[config.mk]
export PLATFORM = sky130hd
export DESIGN_NAME = imst_master
export DESIGN_NICKNAME = d
export VERILOG_FILES = /design/src/logic/imst_pkg.sv /design/src/logic/imst_brg.sv /design/src/logic/imst_master.sv
export SDC_FILE = /design/constraint.sdc
export NUM_CORES = 1
export LEC_CHECK = 0
export BUFFER_PORTS_ARGS = -buffer_cell sky130_fd_sc_hd__buf_4
export CAP_MARGIN = 30
export CORE_UTILIZATION = 51
export CTS_CLUSTER_SIZE = 10
export DETAILED_ROUTE_END_ITERATION = 8
export PLACE_DENSITY = 0.88
export SLEW_MARGIN = 20
export SYNTH_ARGS = -nofsm -noshare
export SYNTH_HDL_FRONTEND = slang
export SYNTH_SLANG_ARGS = --single-unit
[constraint.sdc]
create_clock -name clk -period 1.62 [get_ports clk]
set_input_delay 0.162 -clock clk [delete_from_list [all_inputs] [get_ports clk]]
set_output_delay 0.162 -clock clk [all_outputs]
set_load 0.1 [all_outputs]
[src/logic/imst_pkg.sv]
// Package with constants and carrier types for the two-wire master start and transmit block.
package imst_pkg;

  // ****************************************
  // Widths and positions
  // ****************************************
  localparam int unsigned BRG_W          = 12;
  localparam int unsigned BYTE_W         = 8;
  localparam int unsigned CTRL_ON_BIT    = 15;
  localparam int unsigned CTRL_BEGIN_BIT = 0;
  localparam int unsigned CTRL_LOW_W     = 5;
  localparam int unsigned STAT_ACK_BIT   = 15;
  localparam int unsigned STAT_STOP_BIT  = 4;
  localparam int unsigned STAT_START_BIT = 3;
  localparam int unsigned STAT_FULL_BIT  = 0;

  // ****************************************
  // Counts and reset values
  // ****************************************
  localparam logic [3:0]       DATA_BITS      = 4'h8;
  localparam logic [3:0]       ACK_CLOCK      = 4'h9;
  localparam logic [BRG_W-1:0] BRG_MIN_LEGAL  = 12'h002;
  localparam logic [15:0]      CTRL_RESET     = 16'h0000;
  localparam logic [15:0]      STAT_RESET     = 16'h0010;
  localparam logic [7:0]       TX_RESET       = 8'h00;

  // ****************************************
  // Types
  // ****************************************
  typedef enum logic [2:0] {
    IMST_IDLE   = 3'b000,
    IMST_ST_A   = 3'b001,
    IMST_ST_B   = 3'b010,
    IMST_TX_LOW = 3'b011,
    IMST_TX_HI  = 3'b100
  } imst_state_t;

  typedef struct packed {
    logic sda_o;
    logic sda_oe;
    logic scl_o;
    logic scl_oe;
  } imst_pins_t;

  typedef struct packed {
    logic       wr;
    logic [7:0] data;
  } imst_tx_wr_t;

endpackage : imst_pkg

[src/logic/imst_brg.sv]
// Reload-based bit rate countdown timer.
`timescale 1ns/1ps
module imst_brg (
  // Clock and reset
  input  wire logic                     clk,
  input  wire logic                     rst_n,
  // Control
  input  wire logic                     load,
  input  wire logic [imst_pkg::BRG_W-1:0] reload,
  // Status
  output logic                          timeout
);

  logic [imst_pkg::BRG_W-1:0] count_reg;
  logic                       run_reg;

  // ****************************************
  // Countdown
  // ****************************************
  always_ff @(posedge clk)
  begin
    if (!rst_n)
    begin
      count_reg <= '0;
      run_reg   <= 1'b0;
      timeout   <= 1'b0;
    end
    else if (load)
    begin
      count_reg <= (reload < imst_pkg::BRG_MIN_LEGAL) ? imst_pkg::BRG_MIN_LEGAL : reload;
      run_reg   <= 1'b1;
      timeout   <= 1'b0;
    end
    else if (run_reg)
    begin
      count_reg <= count_reg - 1'b1;
      timeout   <= (count_reg == {{(imst_pkg::BRG_W-1){1'b0}}, 1'b1});
      run_reg   <= (count_reg != {{(imst_pkg::BRG_W-1){1'b0}}, 1'b1});
    end
    else
    begin
      timeout <= 1'b0;
    end
  end

endmodule : imst_brg

[src/logic/imst_master.sv]
// Master start generator and byte transmitter for a two-wire serial bus.
`timescale 1ns/1ps
// Overview of operation
// Software sets enable bit before master operations.
// Device performs single protocol pieces only.
// Software starts step, waits interrupt or polls.
// No queueing; busy transmit write sets collision.
// Control bit 0 requests a start.
// Software checks stop-detected bit before start.
// Start request begins countdown, lines released.
// First timeout pulls data low, restarts countdown.
// Second timeout pulls clock low, interrupts, clears.
// Detected start sets start bit, clears stop.
// After start both lines held low.
// Low five control bits ignore writes during start.
// Transmit write begins send, sets full bit.
// Eight bits, data changes after falling clock.
// Eighth fall clears full, releases data, ninth clock.
// Acknowledge latched on ninth falling edge.
// Ack result zero when low, one when high.
// After ninth clock interrupt, then stay idle.
// Bytes sent exactly as written, unchecked.
// Seven-bit address is one byte plus direction.
// Ten-bit address sent as two bytes.
// Ten-bit read needs repeated start, direction one.
// Timer counts reload to zero; 0 and 1 forbidden.
// Interrupt is pulse of at least one cycle.
module imst_master (
  // Clock and reset
  input  wire logic                         clk,
  input  wire logic                         rst_n,
  // Control word write port
  input  wire logic                         ctrl_wr,
  input  wire logic [15:0]                  ctrl_wdata,
  // Transmit holding register write port
  input  wire imst_pkg::imst_tx_wr_t        tx_wr,
  // Software clear of the collision flag
  input  wire logic                         collision_clr,
  // Bit rate reload value
  input  wire logic [imst_pkg::BRG_W-1:0]   bit_rate_reload,
  // Bus pins
  input  wire logic                         serial_clock_pin_i,
  input  wire logic                         serial_data_pin_i,
  output imst_pkg::imst_pins_t              pins,
  // Status and event outputs
  output logic [15:0]                       control_word,
  output logic [15:0]                       status_word,
  output logic [7:0]                        tx_holding_reg,
  output logic                              write_collision_flag,
  output logic                              master_event_irq
);

  imst_pkg::imst_state_t state_reg;
  logic [3:0]            bit_cnt_reg;
  logic                  brg_load;
  logic                  brg_timeout;
  logic                  scl_s1_reg;
  logic                  scl_s2_reg;
  logic                  sda_s1_reg;
  logic                  sda_s2_reg;
  logic                  scl_d_reg;
  logic                  sda_d_reg;
  logic                  start_seen;
  logic                  stop_seen;
  logic                  busy;
  logic                  enabled;
  logic                  tx_accept;
  logic                  start_req;
  logic                  tx_fall;
  logic                  next_oe_reg;
  logic                  data_due_reg;

  assign enabled    = control_word[imst_pkg::CTRL_ON_BIT];
  assign busy       = (state_reg != imst_pkg::IMST_IDLE);
  assign tx_accept  = tx_wr.wr && !busy && enabled;
  assign start_req  = ctrl_wr && ctrl_wdata[imst_pkg::CTRL_BEGIN_BIT] && !busy
                      && ctrl_wdata[imst_pkg::CTRL_ON_BIT];
  assign start_seen = scl_s2_reg && scl_d_reg && sda_d_reg && !sda_s2_reg;
  assign stop_seen  = scl_s2_reg && scl_d_reg && !sda_d_reg && sda_s2_reg;
  assign tx_fall    = (state_reg == imst_pkg::IMST_TX_HI) && brg_timeout
                      && scl_s2_reg && scl_d_reg;

  // ****************************************
  // Bit rate timer
  // ****************************************
  imst_brg u_brg (
    .clk     (clk),
    .rst_n   (rst_n),
    .load    (brg_load),
    .reload  (bit_rate_reload),
    .timeout (brg_timeout)
  );

  // ****************************************
  // Pin synchronisers
  // ****************************************
  always_ff @(posedge clk)
  begin
    if (!rst_n)
    begin
      scl_s1_reg <= 1'b1;
      scl_s2_reg <= 1'b1;
      sda_s1_reg <= 1'b1;
      sda_s2_reg <= 1'b1;
      scl_d_reg  <= 1'b1;
      sda_d_reg  <= 1'b1;
    end
    else
    begin
      scl_s1_reg <= serial_clock_pin_i;
      scl_s2_reg <= scl_s1_reg;
      sda_s1_reg <= serial_data_pin_i;
      sda_s2_reg <= sda_s1_reg;
      scl_d_reg  <= scl_s2_reg;
      sda_d_reg  <= sda_s2_reg;
    end
  end

  // ****************************************
  // Control word
  // ****************************************
  always_ff @(posedge clk)
  begin
    if (!rst_n)
    begin
      control_word <= imst_pkg::CTRL_RESET;
    end
    else
    begin
      if (ctrl_wr)
      begin
        control_word[15:imst_pkg::CTRL_LOW_W] <= ctrl_wdata[15:imst_pkg::CTRL_LOW_W];
        if (!busy)
        begin
          control_word[imst_pkg::CTRL_LOW_W-1:0] <= ctrl_wdata[imst_pkg::CTRL_LOW_W-1:0];
        end
      end
      if (state_reg == imst_pkg::IMST_ST_B && brg_timeout)
      begin
        control_word[imst_pkg::CTRL_BEGIN_BIT] <= 1'b0;
      end
    end
  end

  // ****************************************
  // Sequencer
  // ****************************************
  always_ff @(posedge clk)
  begin
    if (!rst_n)
    begin
      state_reg   <= imst_pkg::IMST_IDLE;
      bit_cnt_reg <= 4'h0;
      brg_load    <= 1'b0;
      pins        <= '0;
    end
    else
    begin
      brg_load <= 1'b0;
      if (data_due_reg)
      begin
        pins.sda_oe <= next_oe_reg;
      end
      unique case (state_reg)
        imst_pkg::IMST_IDLE:
        begin
          if (start_req)
          begin
            state_reg   <= imst_pkg::IMST_ST_A;
            brg_load    <= 1'b1;
            pins.sda_oe <= 1'b0;
            pins.scl_oe <= 1'b0;
          end
          else if (tx_accept)
          begin
            state_reg   <= imst_pkg::IMST_TX_LOW;
            bit_cnt_reg <= 4'h0;
            brg_load    <= 1'b1;
            pins.sda_o  <= 1'b0;
            pins.sda_oe <= !tx_wr.data[7];
            pins.scl_oe <= 1'b1;
          end
        end
        imst_pkg::IMST_ST_A:
        begin
          if (brg_timeout)
          begin
            state_reg   <= imst_pkg::IMST_ST_B;
            pins.sda_oe <= 1'b1;
            brg_load    <= 1'b1;
          end
        end
        imst_pkg::IMST_ST_B:
        begin
          if (brg_timeout)
          begin
            state_reg   <= imst_pkg::IMST_IDLE;
            pins.scl_oe <= 1'b1;
          end
        end
        imst_pkg::IMST_TX_LOW:
        begin
          if (brg_timeout)
          begin
            state_reg   <= imst_pkg::IMST_TX_HI;
            pins.scl_oe <= 1'b0;
            bit_cnt_reg <= bit_cnt_reg + 4'h1;
          end
        end
        imst_pkg::IMST_TX_HI:
        begin
          if (!scl_s2_reg)
          begin
            brg_load <= 1'b0;
          end
          else if (scl_s2_reg && !scl_d_reg)
          begin
            brg_load <= 1'b1;
          end
          else if (brg_timeout)
          begin
            pins.scl_oe <= 1'b1;
            if (bit_cnt_reg == imst_pkg::ACK_CLOCK)
            begin
              state_reg   <= imst_pkg::IMST_IDLE;
            end
            else
            begin
              state_reg   <= imst_pkg::IMST_TX_LOW;
              brg_load    <= 1'b1;
            end
          end
        end
        default:
        begin
          state_reg <= imst_pkg::IMST_IDLE;
        end
      endcase
    end
  end

  // ****************************************
  // Data bit launch
  // ****************************************
  always_ff @(posedge clk)
  begin
    if (!rst_n)
    begin
      next_oe_reg  <= 1'b0;
      data_due_reg <= 1'b0;
    end
    else
    begin
      data_due_reg <= tx_fall;
      if (tx_fall)
      begin
        if (bit_cnt_reg == imst_pkg::ACK_CLOCK)
        begin
          next_oe_reg <= 1'b1;
        end
        else if (bit_cnt_reg == imst_pkg::DATA_BITS)
        begin
          next_oe_reg <= 1'b0;
        end
        else
        begin
          next_oe_reg <= !tx_holding_reg[3'(7 - bit_cnt_reg)];
        end
      end
    end
  end

  // ****************************************
  // Transmit holding register and collision
  // ****************************************
  always_ff @(posedge clk)
  begin
    if (!rst_n)
    begin
      tx_holding_reg       <= imst_pkg::TX_RESET;
      write_collision_flag <= 1'b0;
    end
    else
    begin
      if (tx_accept)
      begin
        tx_holding_reg <= tx_wr.data;
      end
      if (tx_wr.wr && busy)
      begin
        write_collision_flag <= 1'b1;
      end
      else if (collision_clr)
      begin
        write_collision_flag <= 1'b0;
      end
    end
  end

  // ****************************************
  // Status word and interrupt
  // ****************************************
  always_ff @(posedge clk)
  begin
    if (!rst_n)
    begin
      status_word      <= imst_pkg::STAT_RESET;
      master_event_irq <= 1'b0;
    end
    else
    begin
      master_event_irq <= 1'b0;
      if (start_seen)
      begin
        status_word[imst_pkg::STAT_START_BIT] <= 1'b1;
        status_word[imst_pkg::STAT_STOP_BIT]  <= 1'b0;
      end
      else if (stop_seen)
      begin
        status_word[imst_pkg::STAT_START_BIT] <= 1'b0;
        status_word[imst_pkg::STAT_STOP_BIT]  <= 1'b1;
      end
      if (tx_accept)
      begin
        status_word[imst_pkg::STAT_FULL_BIT] <= 1'b1;
      end
      if (tx_fall)
      begin
        if (bit_cnt_reg == imst_pkg::DATA_BITS)
        begin
          status_word[imst_pkg::STAT_FULL_BIT] <= 1'b0;
        end
        if (bit_cnt_reg == imst_pkg::ACK_CLOCK)
        begin
          status_word[imst_pkg::STAT_ACK_BIT] <= sda_s2_reg;
          master_event_irq                    <= 1'b1;
        end
      end
      if (state_reg == imst_pkg::IMST_ST_B && brg_timeout)
      begin
        master_event_irq <= 1'b1;
      end
    end
  end

endmodule : imst_master

=== After elaboration in Yosys (flattened, before gate mapping) ===
Cells that the tools add are included.

* Flip-flop bits (word level): 62
* Latch bits: 0
* RAM bits: 0
* Bits in read-only memories: 0
* Input port bits: 43
* Logic and storage cells: 139
* Memories: 0

* Add/sub/neg operators: 3
* $mul: 0
* Div/mod/pow operators: 0
* $lt $le $gt $ge: 2
* Equal/unequal tests: 17
* Shifts and indexed selects: 0
* Multiplexer cells: 53
* Bitwise operators: 3
* Reductions and logical operators: 36

{| class="wikitable"
|+ Operators with widths
! cell !! count
|-
| 2-to-1 mux 12 bit || 3
|-
| 2-to-1 mux 1 bit || 30
|-
| 2-to-1 mux 3 bit || 8
|-
| logical AND 1 bit || 16
|-
| case mux 3 bit (5 select lines) || 1
|-
| equality test 12 x 1 -> 1 bit, second input constant || 1
|-
| less-than comparator 12 x 2 -> 1 bit, second input constant || 1
|-
| 2-to-1 mux 4 bit || 3
|-
| != test 12 x 1 -> 1 bit, second input constant || 1
|-
| subtractor 12 x 1 -> 12 bit, second input constant || 1
|-
| equality test 4 bit, second input constant || 2
|-
| != test 2 x 1 -> 1 bit, second input constant || 4
|-
| != test 2 bit, second input constant || 4
|-
| case mux 4 bit (2 select lines) || 1
|-
| nonzero test 2 bit || 4
|-
| AND reduction 7 bit || 1
|-
| equality test 3 x 2 -> 1 bit, second input constant || 2
|-
| zero test 1 bit || 6
|-
| 2-to-1 mux 2 bit || 3
|-
| AND reduction 5 bit || 1
|-
| adder 4 x 1 -> 4 bit, second input constant || 1
|-
| less-than comparator 3 x 4 -> 1 bit, second input constant || 1
|-
| case mux 1 bit (4 select lines) || 1
|-
| AND reduction 2 bit || 2
|-
| other kinds (14) || 16
|}

=== Logic depth before layout (Yosys ltp) ===
Gate-level depths: netlist (run 1).

* Depth in word-level cells: 7
* Depth in mapped cells: 6

=== Hierarchy ===
Synthesis (run 1) repeated with hierarchy kept, for this count alone.

* Cell total of the unflattened synthesis: 335
* Area, all modules: 3,046.7 sq um

{| class="wikitable"
|+ Modules (own cells, without submodules)
! module !! times used !! cells an instance !! area each (sq um)
|-
| imst_master || 1 || 238 || 2,252.2
|-
| imst_brg || 1 || 97 || 794.5
|}

=== Least setup slack after synthesis (run 1) ===
OpenSTA, ideal clock, no wires.

* Path type: reg-to-reg
* From: register control_word[15]
* To: register state_reg[0]
* Library setup time: 0.125 ns
* Arrival time: 1.729 ns
* Setup slack: -0.234 ns
* Cell stages (with the launch flop): 5
* Buffers on the path: 0
* Cells stage by stage: dfxtp_1 > nand2_1 > a21o_1 > nor2b_1 > mux2i_1

* Cells in the longest elaborated chain, start to end: 3

{| class="wikitable"
|+ Ends and longest elaborated chain
! what !! RTL line !! RTL
|-
| start, declared || imst_master.sv:46 || <nowiki>output logic [15:0] control_word,</nowiki>
|-
| start signal, assigned || imst_master.sv:126 || <nowiki>control_word <= imst_pkg::CTRL_RESET;</nowiki>
|-
| start signal, assigned by index || imst_master.sv:132 || <nowiki>control_word[15:imst_pkg::CTRL_LOW_W] <= ctrl_wdata[15:imst_pkg::CTRL_LOW_W];</nowiki>
|-
| start signal, assigned by index || imst_master.sv:135 || <nowiki>control_word[imst_pkg::CTRL_LOW_W-1:0] <= ctrl_wdata[imst_pkg::CTRL_LOW_W-1:0];</nowiki>
|-
| logical AND 1 bit || imst_master.sv:75 || <nowiki>assign tx_accept = tx_wr.wr && !busy && enabled;</nowiki>
|-
| != test 3 bit (no source line) || n/a ||
|-
| AND reduction 7 bit (no source line) || n/a ||
|-
| end signal, assigned || imst_master.sv:152 || <nowiki>state_reg <= imst_pkg::IMST_IDLE;</nowiki>
|-
| end signal, assigned || imst_master.sv:169 || <nowiki>state_reg <= imst_pkg::IMST_ST_A;</nowiki>
|-
| end signal, assigned || imst_master.sv:176 || <nowiki>state_reg <= imst_pkg::IMST_TX_LOW;</nowiki>
|-
| end, declared || imst_master.sv:53 || <nowiki>imst_pkg::imst_state_t state_reg;</nowiki>
|}

Every way passes these cells.
A chain may end at the register's enable or synchronous reset.

=== Worst setup path in the final report (run 1) ===
* From: register u_brg.count_reg[0] (netlist name)
* To: register u_brg.count_reg[10] (netlist name)

* Cells in the longest elaborated chain, start to end: 3

{| class="wikitable"
|+ Ends and longest elaborated chain
! what !! RTL line !! RTL
|-
| start, declared || imst_brg.sv:14 || <nowiki>logic [imst_pkg::BRG_W-1:0] count_reg;</nowiki>
|-
| start signal, assigned || imst_brg.sv:30 || <nowiki>count_reg <= (reload < imst_pkg::BRG_MIN_LEGAL) ? imst_pkg::BRG_MIN_LEGAL : reload;</nowiki>
|-
| start signal, assigned || imst_brg.sv:36 || <nowiki>count_reg <= count_reg - 1'b1;</nowiki>
|-
| subtractor 12 x 1 -> 12 bit || imst_brg.sv:36 ||
|-
| 2-to-1 mux 12 bit || imst_brg.sv:34 || <nowiki>else if (run_reg)</nowiki>
|-
| 2-to-1 mux 12 bit || imst_brg.sv:28 || <nowiki>else if (load)</nowiki>
|}

Every way passes these cells. The select of a mux whose other input is x is not followed.

==> results of run 1 <==
-- kinds of logic (layout without fill, tap and decap cells) --
logic type | after synthesis | after routing | synth area share [%]
fa+ha+maj | 5 | 5 | 2.08
mux | 24 | 24 | 8.83
other cells | 1 | 14 | 0.125
xor+xnor | 11 | 11 | 3.21
simple gates | 135 | 135 | 26.2
buf+inv | 35 | 111 | 6.41
compound gates | 56 | 56 | 11.8
flops | 62 | 62 | 41.3
-- repair_timing --
| action | in CTS | in global routing |
|---|---|---|
| buffers inserted | 0 | 0 |
| gates resized for setup | 0 | 2 |
| hold buffers | 1 | 0 |
| setup endpoints to repair | 0 | 6 |
| endpoints found under the hold margin | 1 | 0 |
-- layout make-up --
class,count,area [um2]
Fill cell,466,1730
Clock inverter,6,86.3
Clock buffer,10,128
Timing Repair Buffer,87,656
Sequential cell,62,1240
Inverter,8,30.0
Tap cell,72,90.1
Multi-Input combinational cell,245,1640
-- worst max-delay path by stage --
stage | end
after detailed placement | u_brg.count_reg[10]
final | u_brg.count_reg[10]
after floorplan | next_oe_reg
after global routing | brg_load
after global placement | status_word[15]
after CTS | u_brg.count_reg[10]
-- stage by stage --
| stage | setup slack (ps) | utilization (%) |
|---|---|---|
| floorplan | 0.953 | - |
| global placement | 193 | 64.7 |
| detailed placement | 82.5 | 64.7 |
| CTS | 73.7 | 68.7 |
| global route | 11.7 | 69.1 |
| finish | 119 | 69.1 |
-- per-layer routing --
| metal | vias up | GRT usage [%] | share of wire, % |
|---|---|---|---|
| met5 | - | 0 | 0 |
| met3 | 7 | 8.62 | 5.5 |
| li1 | 1281 | - | - |
| met1 | 1202 | 24.2 | 41 |
| met4 | 0 | 6.67 | 0.59 |
| met2 | 73 | 40.6 | 53 |
-- cells in the mapped netlist, types with 2 or more instances --
cell	instances	share of area, %
dfxtp_1	62	41
nand2_1	38	4.7
nor2b_1	23	4.8
mux2i_1	22	7.3
nor2_1	17	2.1
a21oi_1	15	2.5
buf_4	15	3.7
nand3_1	15	2.5
o21ai_0	13	2.2
a21boi_1	9	2.2
clkbuf_1	8	1.0
nand2b_1	8	1.7
inv_1	7	0.87
xor2_1	7	2.0
ha_1	5	2.1
nand4_1	5	1.0
a31oi_1	4	0.83
buf_2	4	0.67
nor3_1	4	0.67
xnor2_1	4	1.2
and2_1	2	0.42
mux4_2	2	1.5
nor3_2	2	0.67
nor3b_1	2	0.50
nor4_1	2	0.42
nor4b_2	2	1.0
o211a_1	2	0.67
o21a_1	2	0.50
o21ai_1	2	0.33
-- power groups by stage --
stage | registers, mW | clock network (mW) | logic [mW]
2_1_floorplan | 2.04 | 0 | 0.511
3_3_place_gp | 1.74 | 0 | 1.02
4_1_cts | 1.71 | 1.50 | 1.05
3_5_place_dp | 1.75 | 0 | 1.05
5_1_grt | 1.73 | 1.57 | 1.12
6_report | 1.72 | 1.46 | 1.06
==> impl_metrics.yaml, run 1 <==
status:
  status: "finished, final reports clean"
logic_synthesis:
  ys.warnings.count: 0
  synth_area_um2: 3000
  synth_edf_count: 0
  synth-seq-cells: 62
  synthDistinctLibCells: 55
  synth-seq-area-share_pct: 41.3
  ys_async_sr_fraction_pct: 0
  synth-main-ff-cell: "dfxtp_1"
  synth.avg_cell_area_um2: 9.13
  synth_cells: 329
critical_path:
  cp_top_family: "simple AND/OR/NAND/NOR gates"
  crit_fanout: 5
  r2r_slack_ps: 120
  crit_slowest_cell: "dfxtp_1"
  endpoint_kind: "flip-flop"
  startpoint: "u_brg.count_reg[0]"
  r2r-end: "u_brg.count_reg[10]"
  path_class: "reg2reg"
  worst-path-buf-inv: 1
  path_cells: "inv_1 -> ha_1 -> nand4bb_4 -> nor4b_2 -> xnor2_1 -> a21oi_1"
  reg2reg_depth: 6
  cp_num_cells: 6
  crit_required_ps: 1850
  max_stage_delay_ps: 360
  arrival_ps: 1730
  r2r-start: "u_brg.count_reg[0]"
  cp-start-kind: "flip-flop"
drt:
  vias: 2563
  wl_um: 6780
  wire_per_inst_um: 13.8
  antenna_violating_nets_post_route: 0
  drt_iter0_markers: 152
  viasPerCell: 5.23
  drtPass1Iterations: 4
  drc: 0
pwr:
  leakage_nw: 1.68
  swShare_pct: 33.6
  ir_drop_mv: 0.666
  switchingPower_mw: 1.42
  clkPwrFrac_pct: 34.5
  p_total_mw: 4.24
  internal_power_mw: 2.82
  combPwrFrac_pct: 25.0
  power_frac_seq_pct: 40.5
  powerDensity_nw_per_um2: 1090
global_routing:
  antenna_found_initial: 0
  grt_overflow: 0
  grt_usage_pct: 22.5
  grt_max_degree: 65
  grt_pass1_vias: 2390
  grt_pass1_wl_um: 10700
clock_tree:
  cts_max_path_buffers: 2
  clk_latency_ps: 340
  cts_tree: "done"
  root_buffer: "clkbuf_8"
  htreeDepth: 3
  cts.sinks: 62
  clk_pin_slew_ps: 70
  cts_buffers: 9
run:
  drv_cap: 0
sta:
  report.final.slew_viol_count: 0
  final.period_utilization_pct: 92.7
  hold_ws_ps: 13.5
  clock.fmax_mhz: 666
  period_minus_slack_ps: 1500
  setup_violations: 0
  slew_headroom_pct: 64.8
  hold_viol: 0
  worst_slew_pin_slew_ps: 528
  tns_ps: 0
  clock_skew_ps: 7.73
  rsz0062_at_grt: "false"
final_layout:
  layout_commonest_cell: "buf_4"
  final_area_um2: 3880
  final_cells: 490
  syn_to_final_growth_pct: 29.0
  mostFrequentLayoutCells: "86 x buf_4, 59 x dfxtp_1, 38 x nand2_1"
  final_layout_size_suffix_gt1_share_pct: 28.9
  largest_register_ffs: 16
  layout.nets: 461
  diodes: 0
placed_design:
  place_inst: 473
  port-buffer-count: 74
  dp_hpwl_um: 5040
  place_area_um2: 3630
  place.gp.congestion: 0.854
die:
  num_io_pins: 89
  rows: 27
  dieHeight_um: 78.8
  core-area_um2: 5610
  die_w_um: 78.8
  start_util_pct: 53.6
  dieArea_um2: 6200
worst_hold_path:
  min-delay-start: "serial_data_pin_i"
  hold_end: "sda_s1_reg"
  min_path_cells: 2
  hp-class: "in2reg"
(Power assumes the default switching activity.)
==> run 2, diff against run 1 <==
--- a/config.mk
+++ b/config.mk
@@ -10,7 +10,7 @@
 export CORE_UTILIZATION = 51
 export CTS_CLUSTER_SIZE = 10
 export DETAILED_ROUTE_END_ITERATION = 8
-export PLACE_DENSITY = 0.88
+export PLACE_DENSITY_LB_ADDON = 0.3
 export SLEW_MARGIN = 20
 export SYNTH_ARGS = -nofsm -noshare
 export SYNTH_HDL_FRONTEND = slang
==> run 2 against run 1 <==
Sequential cell count is the same; critical path type unchanged; die area stayed put; maximum frequency rose by 0.11%; sequential share of layout area up 0.31 points; critical endpoint is now bit_cnt_reg[3]; combinational power about the same; register-to-register slack hardly changed; final cell count fell by 0.41%.
==> impl_metrics.yaml, run 2 (same netlist as run 1, synthesis figures left out) <==
critical_path:
  crit_fanout: 10
  arrival_ps: 1720
  path_class: "reg2reg"
  endpoint_kind: "flip-flop"
  crit_required_ps: 1840
  cp-start-kind: "flip-flop"
drt:
  viasPerCell: 5.15
  vias: 2512
  wl_um: 6490
  drt_iter0_markers: 83
  drc: 0
  antenna_violating_nets_post_route: 0
  wire_per_inst_um: 13.3
  drtPass1Iterations: 4
sta:
  hold_viol: 0
  period_minus_slack_ps: 1500
  setup_violations: 0
  tns_ps: 0
  final.period_utilization_pct: 92.6
  rsz0062_at_grt: "false"
  slew_headroom_pct: 63.8
  clock_skew_ps: 6.55
  report.final.slew_viol_count: 0
  clock.fmax_mhz: 667
  worst_slew_pin_slew_ps: 542
clock_tree:
  root_buffer: "clkbuf_8"
  cts_tree: "done"
  cts_buffers: 9
  clk_pin_slew_ps: 70
  cts.sinks: 62
  clk_latency_ps: 330
  htreeDepth: 3
  postCtsSetupBuffers: 0
  cts_max_path_buffers: 2
global_routing:
  grt_overflow: 0
  met3_usage_pct: 7.01
  grt_pass1_vias: 2391
  use_met1_pct: 25.7
  antenna_found_initial: 0
  grt_pass1_wl_um: 10600
  busiest_layer: "met2"
  grt_max_degree: 65
  met2_usage_pct: 37.6
  grt_usage_pct: 22.1
final_layout:
  diodes: 0
  syn_to_final_growth_pct: 28.1
  largest_register_ffs: 16
  final_layout_size_suffix_gt1_share_pct: 29.3
  mostFrequentLayoutCells: "85 x buf_4, 57 x dfxtp_1, 38 x nand2_1"
  layout.nets: 460
  layout_commonest_cell: "buf_4"
die:
  num_io_pins: 89
  start_util_pct: 53.6
  core-area_um2: 5610
  dieHeight_um: 78.8
  die_w_um: 78.8
  dieArea_um2: 6200
  rows: 27
worst_hold_path:
  hp-class: "in2reg"
status:
  status: "finished, final reports clean"
pwr:
  leakage_nw: 1.67
  p_total_mw: 4.15
  ir_drop_mv: 0.771
  powerDensity_nw_per_um2: 1080
placed_design:
  port-buffer-count: 74
  dp_hpwl_um: 4760
  place.gp.congestion: 0.866
run:
  drv_cap: 0
-- run 2: cell types whose count changed in the layout (fill, tap and decap cells not counted) --
cell       delta
clkinv_2      -1
nand4bb_2     +1
nand4bb_4     -1
buf_4         -1
nor3_4        -1
nor3_2        +1
dfxtp_2       +2
clkbuf_8      +3
clkbuf_1      -1
dfxtp_1       -2
clkinv_4      -1
bufinv_16     -1
-- run 2: report_power, final --
group | internal [mW] | leakage (nW) | switching (mW) | total [mW]
clock network | 0.825 | 0.104 | 0.567 | 1.39
registers | 1.62 | 0.509 | 0.0951 | 1.71
logic | 0.328 | 1.06 | 0.715 | 1.04
total | 2.77 | 1.67 | 1.38 | 4.15
-- run 2: repair_timing --
item,CTS,global route
hold buffers,1,0
endpoints found under the hold margin,1,0
resized for setup,0,3
endpoints found under the setup margin,0,4
-- run 2: layout make-up --
class	instances	area, um2
clock buffer	12	165
clock inverter	3	42.5
fill	475	1760
inverter	8	30.0
multi-input combinational	245	1620
sequential	62	1250
tap	72	90.1
timing repair buffer	86	648
-- run 2: critical path: stages (launching register included) --
cell and delay, ps:
dfxtp_1 550, buf_4 210, and4b_1 290, nand4_1 140, xor2_1 150, nor2_1 50
-- run 2: metrics by stage --
stage / setup WS (ps) / util, % / hold WS, ps / cells / instance area (um2)
2_1_floorplan: 0.953 / - / 263 / 342 / 3060
3_3_place_gp: 98.9 / 64.6 / 349 / 472 / 3620
3_5_place_dp: 73.3 / 64.6 / 354 / 472 / 3620
4_1_cts: 69.7 / 68.5 / 0.368 / 488 / 3840
5_1_grt: 13.3 / 68.6 / 29.5 / 488 / 3850
6_report: 120 / 68.6 / 20.2 / 488 / 3850
-- run 2: per-layer routing --
metal,vias up,wire [um],share of wire [%]
li1,1276,-,-
met1,1165,2870,44
met2,66,3280,50
met3,5,283,4.4
met4,0,67,1.0
met5,-,0,0
-- run 2: path summary, 6_finish.rpt --
path                startpoint             end  slack (ps)  cells past startpoint
max               state_reg[0]  bit_cnt_reg[3]         120                      5
min          serial_data_pin_i      sda_s1_reg          20                      2
max reg2reg       state_reg[0]  bit_cnt_reg[3]         120                      5
min reg2reg         sda_s1_reg      sda_s2_reg         410                      1
==> run 3, diff against run 2 <==
--- a/config.mk
+++ b/config.mk
@@ -5,7 +5,7 @@
 export SDC_FILE = /design/constraint.sdc
 export NUM_CORES = 1
 export LEC_CHECK = 0
-export BUFFER_PORTS_ARGS = -buffer_cell sky130_fd_sc_hd__buf_4
+export BUFFER_PORTS_ARGS = -buffer_cell sky130_fd_sc_hd__buf_2
 export CAP_MARGIN = 30
 export CORE_UTILIZATION = 51
 export CTS_CLUSTER_SIZE = 10
==> run 3 against run 2 <==
Sequential share of layout area grew 1.4 points; die area is the same; combinational power shrank 4%; core utilization shrank 2.9 points; register-to-register slack lost 30 ps; final cell count grew 1.4%; hold slack gained 40 ps; sequential cell count is the same; count of clock-buffer cells in the layout shrank 1; setup slack lost 27 ps; routed wire length shrank 2.1%; clock power shrank 8%; critical path type unchanged; largest cell class unchanged.
==> impl_metrics.yaml, run 3 (same netlist as run 1, synthesis figures left out) <==
drt:
  drtPass1Iterations: 4
  drt_iter0_markers: 94
  wire_per_inst_um: 12.8
  antenna_violating_nets_post_route: 0
  wl_um: 6360
  vias: 2563
  viasPerCell: 5.18
  drc: 0
final_layout:
  layout_commonest_cell: "buf_2"
  layout.nets: 466
  n_fill_cell: 500
  mostFrequentLayoutCells: "74 x buf_2, 58 x dfxtp_1, 38 x nand2_1"
  final_layout_size_suffix_gt1_share_pct: 29.8
  largest_register_ffs: 16
  multi_input_area_um2: 1630
  diodes: 0
  regArea_um2: 1250
  syn_to_final_growth_pct: 22.7
placed_design:
  port-buffer-count: 74
  place.gp.congestion: 0.839
  dp_hpwl_um: 4680
critical_path:
  endpoint_kind: "flip-flop"
  crit_required_ps: 1850
  r2r-start: "state_reg[2]"
  crit_fanout: 6
  arrival_ps: 1760
  r2r_slack_ps: 90
  path_cells: "or3b_4 -> nor3b_4 -> mux2i_1 -> nor2b_1"
  path_class: "reg2reg"
  max_stage_delay_ps: 490
  startpoint: "state_reg[2]"
  crit_slowest_cell: "dfxtp_1"
  crit_end: "status_word[15]"
  r2r-end: "status_word[15]"
  reg2reg_depth: 4
  cp-start-kind: "flip-flop"
sta:
  tns_ps: 0
  rsz0062_at_grt: "false"
  report.final.slew_viol_count: 0
  period_minus_slack_ps: 1530
  slew_headroom_pct: 61.0
  clock.fmax_mhz: 655
  worst_slew_pin_slew_ps: 584
  setup_violations: 0
  final.period_utilization_pct: 94.3
  hold_ws_ps: 60.2
  hold_viol: 0
  clock_skew_ps: 4.42
clock_tree:
  cts_buffers: 9
  clk_latency_ps: 340
  cts_max_path_buffers: 2
  root_buffer: "clkbuf_8"
  cts_tree: "done"
  htreeDepth: 3
  cts.sinks: 62
  clk_pin_slew_ps: 70
run:
  drv_cap: 0
die:
  dieArea_um2: 6200
  start_util_pct: 53.6
  dieHeight_um: 78.8
  num_io_pins: 89
  core-area_um2: 5610
  die_w_um: 78.8
  rows: 27
pwr:
  powerDensity_nw_per_um2: 1080
  leakage_nw: 1.65
  ir_drop_mv: 0.854
global_routing:
  grt_pass1_vias: 2358
  grt_pass1_wl_um: 10500
  grt_overflow: 0
  grt_usage_pct: 21.8
  antenna_found_initial: 0
  grt_max_degree: 37
status:
  status: "finished, final reports clean"
worst_hold_path:
  hp-class: "in2reg"
-- run 3: changes by cell type in the layout (fill, tap and decap cells not counted), sizes merged --
cell         previous run  this run
buf                    85        90
clkbuf                 12        11
clkinv                  2         5
clkinvlp                1         0
dlygate4sd3             1         2
-- run 3: how the worst min path moves through the flow --
stage	endpoint	cells past startpoint	slack, ps	startpoint
after floorplan	scl_s1_reg	1	260	serial_clock_pin_i
after global placement	sda_s1_reg	2	350	serial_data_pin_i
after detailed placement	sda_s1_reg	2	350	serial_data_pin_i
after CTS	tx_holding_reg[0]	3	50	tx_wr[0]
after global routing	tx_holding_reg[1]	3	60	tx_wr[1]
final	tx_holding_reg[0]	3	60	tx_wr[0]
-- run 3: final cells by class --
| class | instances | share of cell area (%) |
|---|---|---|
| Timing Repair Buffer | 92 | 13.9 |
| Clock buffer | 11 | 3.57 |
| Clock inverter | 5 | 1.36 |
| Inverter | 8 | 0.815 |
| Multi-Input combinational cell | 245 | 44.1 |
| Sequential cell | 62 | 33.8 |
| Tap cell | 72 | 2.44 |
-- run 3: per-stage QoR --
| stage | setup slack, ps | std cells | utilization (%) | total power [mW] | instance area [um2] |
|---|---|---|---|---|---|
| 2_1_floorplan | 0.953 | 342 | - | 2.55 | 3060 |
| 3_3_place_gp | 101 | 476 | 61.8 | 2.71 | 3470 |
| 3_5_place_dp | 47.1 | 476 | 61.8 | 2.72 | 3470 |
| 4_1_cts | 37.1 | 494 | 65.4 | 4.01 | 3670 |
| 5_1_grt | 15.1 | 495 | 65.7 | 4.15 | 3680 |
| 6_report | 93.0 | 495 | 65.7 | 3.99 | 3680 |
-- run 3: what timing repair did --
action / 4_1_cts / 5_1_grt
hold buffers: 2 / 0
buffers inserted: 0 / 1
endpoints found under the hold margin: 2 / 0
setup endpoints to repair: 0 / 11
gates resized for setup: 0 / 3
-- run 3: where the power goes --
group | total [mW] | internal [mW] | switching [mW]
clock network | 1.28 | 0.700 | 0.577
logic | 0.996 | 0.281 | 0.715
registers | 1.71 | 1.62 | 0.0934
total | 3.99 | 2.60 | 1.39
-- run 3: metal layers --
layer	wire length [um]	up-vias	track usage (%)	part of all wire (%)
li1	-	1287	-	-
met2	3060	71	36.6	48
met1	2860	1188	25.9	45
met3	302	17	4.83	4.8
met5	0	-	0	0
met4	124	0	11.7	2.0
-- run 3: worst max-delay path, delay by kind of cell, from the launching register on --
| kind | cells | cell delay (ps) |
|---|---|---|
| multiplexers | 1 | 200 |
| flip-flops | 1 | 490 |
| AND/OR/NAND/NOR | 3 | 740 |
